==> src/lpm_seq_pkg.sv <==
// constants and types of the low-power standby/halt sequencer
package lpm_seq_pkg;

  // =====================================================================
  // clock
  localparam int unsigned REF_CLK_HZ = 20_000_000;

  // =====================================================================
  // mode selection and divide codes
  localparam logic [1:0] MODE_IDLE = 2'h0;
  localparam logic [1:0] MODE_STANDBY = 2'h1;
  localparam logic [1:0] MODE_HALT = 2'h2;
  localparam logic [1:0] DIV_HALF = 2'h2;
  localparam logic [1:0] DIV_FULL = 2'h3;

  // =====================================================================
  // timing counts, in clock cycles
  localparam int CNT_W = 18;
  localparam logic [CNT_W-1:0] FLUSH_SHORT = 18'h00010;
  localparam logic [CNT_W-1:0] FLUSH_MID = 18'h00020;
  localparam logic [CNT_W-1:0] FLUSH_LONG = 18'h00040;
  localparam logic [CNT_W-1:0] HALT_FLUSH = 18'h00020;
  localparam logic [CNT_W-1:0] STBY_WAKE_FAST = 18'h0000C;
  localparam logic [CNT_W-1:0] STBY_WAKE_FLASH = 18'h00465;
  localparam logic [CNT_W-1:0] PLL_LOCK_CYCLES = 18'h20000;
  localparam logic [5:0] EXT_CLK_STOP = 6'h20;
  localparam logic [6:0] QUAL_BASE = 7'h02;

  // =====================================================================
  // carriers
  typedef struct packed {
    logic irq;
    logic watchdog;
    logic nmi;
    logic reset;
  } wake_src_t;

  typedef struct packed {
    logic sys;
    logic periph;
    logic core;
    logic osc;
    logic pll;
    logic watchdog;
  } clk_gate_t;

  localparam clk_gate_t GATES_RUN = 6'h3F;

  typedef enum logic [7:0] {
    ST_RUN = 8'h01,
    ST_SB_FLUSH = 8'h02,
    ST_SB_SLEEP = 8'h04,
    ST_SB_WAKE = 8'h08,
    ST_HT_FLUSH = 8'h10,
    ST_HT_SLEEP = 8'h20,
    ST_HT_OSC = 8'h40,
    ST_HT_LOCK = 8'h80
  } lpm_state_t;

endpackage : lpm_seq_pkg

==> src/lpm_sequencer.sv <==
// low-power standby/halt clock sequencer
`timescale 1ns/10ps
module lpm_sequencer
  import lpm_seq_pkg::*;
#(
  parameter logic [CNT_W-1:0] LOCK_CYCLES = PLL_LOCK_CYCLES
) (
  input wire logic REF_CLK,
  input wire logic RST,
  input wire logic IDLE_EXEC,
  input wire logic [1:0] LOW_POWER_MODE,
  input wire logic [1:0] PLL_DIVIDE_SELECT,
  input wire logic QUALIFY_ENABLE,
  input wire logic [5:0] STANDBY_WAKE_QUALIFY_COUNT,
  input wire logic FLASH_ASLEEP,
  input wire logic WAKE_IRQ_ENABLE,
  input wire wake_src_t WAKE_SOURCES,
  output logic [0:0] EXTERNAL_CLOCK_OUTPUT,
  output clk_gate_t CLK_GATES,
  output logic STANDBY_ACTIVE,
  output logic HALT_ACTIVE,
  output logic RESUME,
  output logic SERVICE_WAKE
);

  // =====================================================================
  // elaboration checks
  if (LOCK_CYCLES < 18'h00002) begin : g_bad_lock
    $error("LOCK_CYCLES must be at least 2");
  end

  // =====================================================================
  // state
  typedef struct packed {
    lpm_state_t state;
    logic [CNT_W-1:0] cnt;
    logic [6:0] qual_cnt;
    logic [5:0] ext_cnt;
    logic ext_clk;
    clk_gate_t gates;
    logic standby;
    logic halt;
    logic resume;
    logic service;
  } seq_t;

  seq_t cur;
  seq_t next_cur;

  logic any_wake;
  logic halt_wake;
  logic [CNT_W-1:0] flush_len;
  logic [CNT_W-1:0] wake_len;
  logic [6:0] qual_len;

  // any of the four sources wakes standby; halt has no clock for the
  // interrupt logic, so only the pins can wake it
  assign any_wake = |WAKE_SOURCES;
  assign halt_wake = WAKE_SOURCES.nmi | WAKE_SOURCES.reset;

  always_comb begin
    unique case (PLL_DIVIDE_SELECT)
      DIV_HALF: flush_len = FLUSH_MID;
      DIV_FULL: flush_len = FLUSH_LONG;
      default: flush_len = FLUSH_SHORT;
    endcase
  end

  // sleeping flash needs the long wake count
  assign wake_len = FLASH_ASLEEP ? STBY_WAKE_FLASH : STBY_WAKE_FAST;
  assign qual_len = QUAL_BASE + {1'b0, STANDBY_WAKE_QUALIFY_COUNT};

  // =====================================================================
  // sequencing
  always_comb begin
    next_cur = cur;
    next_cur.resume = 1'b0;
    next_cur.service = 1'b0;
    // external clock runs at half rate until it parks high after idle
    if (cur.state == ST_RUN) begin
      next_cur.ext_cnt = 6'h00;
      next_cur.ext_clk = ~cur.ext_clk;
    end else if (cur.ext_cnt < EXT_CLK_STOP - 6'h01) begin
      next_cur.ext_cnt = cur.ext_cnt + 6'h01;
      next_cur.ext_clk = ~cur.ext_clk;
    end else begin
      next_cur.ext_clk = 1'b1;
    end
    unique case (cur.state)
      ST_RUN: begin
        next_cur.gates = GATES_RUN;
        next_cur.cnt = '0;
        if (IDLE_EXEC && LOW_POWER_MODE == MODE_STANDBY) begin
          next_cur.state = ST_SB_FLUSH;
          next_cur.ext_cnt = 6'h01;
        end else if (IDLE_EXEC && LOW_POWER_MODE == MODE_HALT) begin
          next_cur.state = ST_HT_FLUSH;
          next_cur.ext_cnt = 6'h01;
        end
      end
      ST_SB_FLUSH: begin
        // the hold lets the pipeline drain; a slow external access that
        // outlasts it is lost, which software has to avoid
        next_cur.cnt = cur.cnt + 18'h00001;
        if (cur.cnt + 18'h00001 >= flush_len) begin
          next_cur.state = ST_SB_SLEEP;
          next_cur.gates.sys = 1'b0;
          next_cur.gates.core = 1'b0;
          next_cur.gates.periph = 1'b0;
          next_cur.standby = 1'b1;
          next_cur.qual_cnt = 7'h00;
        end
      end
      ST_SB_SLEEP: begin
        // pll and watchdog stay up so wake needs no relock
        next_cur.gates.pll = 1'b1;
        next_cur.gates.watchdog = 1'b1;
        if (!any_wake) begin
          next_cur.qual_cnt = 7'h00;
        end else if (!QUALIFY_ENABLE ||
                     cur.qual_cnt + 7'h01 >= qual_len) begin
          next_cur.state = ST_SB_WAKE;
          next_cur.cnt = wake_len - 18'h00003;
          next_cur.gates.sys = 1'b1;
          next_cur.gates.core = 1'b1;
        end else begin
          next_cur.qual_cnt = cur.qual_cnt + 7'h01;
        end
      end
      ST_SB_WAKE: begin
        if (cur.cnt == '0) begin
          next_cur.state = ST_RUN;
          next_cur.gates = GATES_RUN;
          next_cur.standby = 1'b0;
          next_cur.resume = 1'b1;
          next_cur.service = WAKE_IRQ_ENABLE;
        end else begin
          next_cur.cnt = cur.cnt - 18'h00001;
        end
      end
      ST_HT_FLUSH: begin
        next_cur.cnt = cur.cnt + 18'h00001;
        if (cur.cnt + 18'h00001 >= HALT_FLUSH) begin
          next_cur.state = ST_HT_SLEEP;
          next_cur.gates = '0;
          next_cur.halt = 1'b1;
        end
      end
      ST_HT_SLEEP: begin
        // pulse width is the board's job; any sampled level counts
        if (halt_wake) begin
          next_cur.state = ST_HT_OSC;
          next_cur.gates.osc = 1'b1;
        end
      end
      ST_HT_OSC: begin
        // with the internal oscillator the pin is held through start-up
        if (!halt_wake) begin
          next_cur.state = ST_HT_LOCK;
          next_cur.gates.pll = 1'b1;
          next_cur.cnt = LOCK_CYCLES - 18'h00001;
        end
      end
      ST_HT_LOCK: begin
        if (cur.cnt == '0) begin
          next_cur.state = ST_RUN;
          next_cur.gates = GATES_RUN;
          next_cur.halt = 1'b0;
          next_cur.resume = 1'b1;
          next_cur.service = WAKE_IRQ_ENABLE;
        end else begin
          next_cur.cnt = cur.cnt - 18'h00001;
        end
      end
    endcase
  end

  always_ff @(posedge REF_CLK or posedge RST) begin
    if (RST) begin
      cur <= '{state: ST_RUN, cnt: '0, qual_cnt: 7'h00, ext_cnt: 6'h00,
               ext_clk: 1'b0, gates: GATES_RUN, standby: 1'b0,
               halt: 1'b0, resume: 1'b0, service: 1'b0};
    end else begin
      cur <= next_cur;
    end
  end

  // =====================================================================
  // outputs, all straight from the state register
  assign EXTERNAL_CLOCK_OUTPUT = cur.ext_clk;
  assign CLK_GATES = cur.gates;
  assign STANDBY_ACTIVE = cur.standby;
  assign HALT_ACTIVE = cur.halt;
  assign RESUME = cur.resume;
  assign SERVICE_WAKE = cur.service;

endmodule : lpm_sequencer

==> config.mk <==
export PLATFORM = sky130hd
export DESIGN_NAME = lpm_sequencer
export DESIGN_NICKNAME = d
export VERILOG_FILES = /design/src/lpm_seq_pkg.sv /design/src/lpm_sequencer.sv
export SDC_FILE = /design/constraint.sdc
export NUM_CORES = 1
export LEC_CHECK = 0
export BUFFER_PORTS_ARGS = -buffer_cell sky130_fd_sc_hd__buf_2
export CORE_AREA = 2 2 96 98
export DETAILED_ROUTE_END_ITERATION = 8
export DIE_AREA = 0 0 98 100
export PLACE_DENSITY_LB_ADDON = 0.05
export SLEW_MARGIN = 20
export SYNTH_ARGS = -nofsm -noshare
export SYNTH_HDL_FRONTEND = slang
export SYNTH_SLANG_ARGS = --single-unit
export TNS_END_PERCENT = 30
==> constraint.sdc <==
create_clock -name REF_CLK -period 2.6 [get_ports REF_CLK]
set_clock_uncertainty 0.2 [all_clocks]
set_input_delay 0.52 -clock REF_CLK [delete_from_list [all_inputs] [get_ports REF_CLK]]
set_output_delay 0.52 -clock REF_CLK [all_outputs]
set_load 0.03 [all_outputs]
==> metrics.txt <==
outcome=finished, violations left; failing checks=setup timing; clk root buf=clkbuf_8; Die H=100 um; area grow syn2layout=40.8%; pwr/cell area=approximately 1200 nW/um^2; Psw=between 2 and 3 mW; RSZ-0062 raised after global routing=yes; grt total ovfl=0; period utilization=1.11; vias in the first global route=slightly below 4,000; clk sinks=slightly below 50; layout cells sized above 1=0.411; CP endpoint kind=flop; top_reg_cell synth=dfrtp_1; Worst-Skew Late Latency=between 300 and 400 ps; Int Pwr=around 3.6 mW; clk slew on worst S/H paths=about 110 ps; combinational power share=0.700; Core ar.=8890 um^2; post-placement cell area=about 4800 um^2; hold path depth=2; dpl hpwl=around 8200 um; Pins Over Slew Limit=0; dominant cells by area after synthesis=dfrtp_1 28%, ha_1 5.5%, nor2_1 4.8%, o21ai_0 4.6%, dfstp_2 4.1%; Pre-antenna DRT Iters=5; Core Rows=35; Placer Congestion=just over 0.9; RR Endpoint=cur[20]$_DFFE_PP0P_; fmax=roughly 0.35 GHz; Worst Max-Slew Pin Slew=584 ps; htree depth=2; Mapped Cells=around 460; Final Setup Violations=34; Vias/cell=roughly 5.6; Data required, critical path=about 2600 ps; first-pass GRT wire length=between 15,000 and 20,000 um; routed wire length=~11,000 um; Worst R2R Start=cur[18]$_DFFE_PP0P_; gr usage total=0.231; min-delay src=WAKE_IRQ_ENABLE; Clk pwr share=0.102; post-synth top area share=0.277; CP max FO=6; sw frac=0.450; final hold vios=0; HP Class=primary input to flop; drt wl/cell=16.5 um; DP Worst Slack=-358 ps; CTS max path bufs=2; die width=98 um; crit path kind=flop to flop; YS warnings=0; CTS tree=yes; Post-synth EDFFs=0; via count=around 3,900; FF-to-FF path depth=13; commonest non-fill, non-tap cells in the layout=100 x buf_4, 47 x nor2_1, 41 x dfrtp_1; Slew HR=0.601; Hold Crit Endpoint=SERVICE_WAKE$_DFF_PP0_; Crit path arrival time=2900 ps; sequential area share after synthesis=0.318; I/O Buffers=30; leading area contributor after synthesis=dfrtp_1; largest net degree at the start of global routing=41; asr flop ratio synth=1.00; Netlist cell types=74; post-route setup slack=-290 ps; mapped cell area=a little under 4000 um^2; antenna violations before repair=0; Initial Util=0.437; r2r setup slk=-290 ps; die area=around 9800 um^2; Syn Area/Cell=about 8.4 um^2; number of buffers created by CTS=5; Critical Path Source Type=flop; register share of total power=0.198; Residual DRC=0; post-route cell area=approximately 5500 um^2; DRT antenna net count=0; syn_nets=498; I/O pin cnt=31; worst vdd ir=around 0.7 mV; Layout Nets=around 600; Leak=approximately 2.4 nW; number of diodes=0; DRT iter0 DRCs=190; minimum clock period after layout=a little under 3000 ps; commonest non-fill, non-tap cell in the layout=buf_4; register bit total from synthesis=between 40 and 50; total of max-cap violations=0
-- power groups by stage --
| stage | sequential (mW) | clock, mW | combinational (mW) |
|---|---|---|---|
| 2_1_floorplan | 1.30 | 0 | 2.34 |
| 3_3_place_gp | 1.30 | 0 | 3.65 |
| 3_5_place_dp | 1.31 | 0 | 3.68 |
| 4_1_cts | 1.31 | 0.697 | 3.91 |
| 5_1_grt | 1.35 | 0.715 | 5.02 |
| 6_report | 1.31 | 0.678 | 4.64 |
-- cell usage after synthesis (3+ instances only) --
library cell	number
o31ai_1	4
nor4b_1	3
xnor2_1	12
buf_4	8
nor2_1	50
o221ai_1	4
a41oi_1	3
nand2_1	41
a221o_1	3
buf_2	10
nor2b_1	9
dfrtp_1	43
a31oi_1	8
a31o_2	4
ha_1	17
mux2i_1	6
or2_2	7
xor2_1	14
o21a_1	3
nor3_1	11
nand4_1	7
a211oi_1	5
a21oi_1	17
a2111oi_0	3
clkbuf_1	15
inv_1	16
and3b_1	3
o22ai_1	3
and3_1	5
nand2b_1	9
nand3_1	18
o21ai_0	36
dfstp_2	6
o21ai_1	4
-- layout make-up --
cell class	instances	area, um^2
multi-input cells	360	2750
well taps	111	139
clock inverters	3	68.8
inverters	16	60.1
clock buffers	5	68.8
fillers	787	3430
flip-flops and latches	49	1240
repair buffers	146	1150
-- cells by family after synthesis --
| family | count (synthesis) | synth area share |
|---|---|---|
| xor+xnor | 27 | 0.0629 |
| buf+inv | 52 | 0.0651 |
| simple gates | 192 | 0.274 |
| fa+ha+maj | 17 | 0.0548 |
| compound gates | 118 | 0.210 |
| flops | 49 | 0.318 |
| mux | 6 | 0.0155 |
-- registers in the layout, indices dropped and copies added, names as in the netlist --
name / flops
CLK_GATES: 5
EXTERNAL_CLOCK_OUTPUT: 1
HALT_ACTIVE: 1
STANDBY_ACTIVE: 1
RESUME: 1
cur: 39
SERVICE_WAKE: 1
-- worst max-delay path by stage --
stage                                        from                   to  slack (ps)  depth (start not counted)
floorplan                     cur[24]$_DFFE_PP0P_  cur[47]$_DFFE_PP0P_        -110                          9
global placement    STANDBY_WAKE_QUALIFY_COUNT[1]  cur[22]$_DFFE_PP0P_        -310                         11
detailed placement  STANDBY_WAKE_QUALIFY_COUNT[1]  cur[22]$_DFFE_PP0P_        -360                         12
CTS                           cur[17]$_DFFE_PP0P_  cur[22]$_DFFE_PP0P_        -280                         12
global route                  cur[18]$_DFFE_PP0P_  cur[22]$_DFFE_PP0P_        -440                         13
finish                        cur[18]$_DFFE_PP0P_  cur[20]$_DFFE_PP0P_        -290                         13
-- what timing repair did --
action	CTS	global route
setup buffers	9	7
pin swaps	22	16
gates resized for setup	24	58
endpoints found under the setup margin	36	36
endpoints found under the hold margin	7	0
hold buffers	1	0
gates cloned	1	2
-- metal layers --
layer  up-vias  part of all wire  track usage
met3        20             0.040       0.0292
li1       1907                 -            -
met1      1850              0.43        0.290
met5         -                 0            0
met2        95              0.51        0.410
met4         0             0.023       0.0833
-- worst max-delay path, stage by stage (launching register included) --
cell and delay, ps:
dfrtp_1 430, ha_4 160, and3_4 200, nand3_4 80, xnor2_4 150, ha_2 160
nand2b_4 140, a211oi_4 240, o31ai_4 120, a31o_2 270, a41oi_4 240, buf_12 150
nor2b_1 50, a31o_4 190
-- through the flow --
step / hold slack (ps) / std cells / total power, mW / setup TNS [ps] / util
floorplan: 278 / 461 / 3.63 / -797 / -
global placement: 248 / 664 / 4.95 / -6030 / 0.544
detailed placement: 256 / 664 / 4.99 / -6880 / 0.544
CTS: 230 / 682 / 5.92 / -6210 / 0.583
global route: 242 / 690 / 7.08 / -11060 / 0.615
finish: 240 / 690 / 6.63 / -6210 / 0.615
No activity file was read; power rests on OpenSTA's default activity.
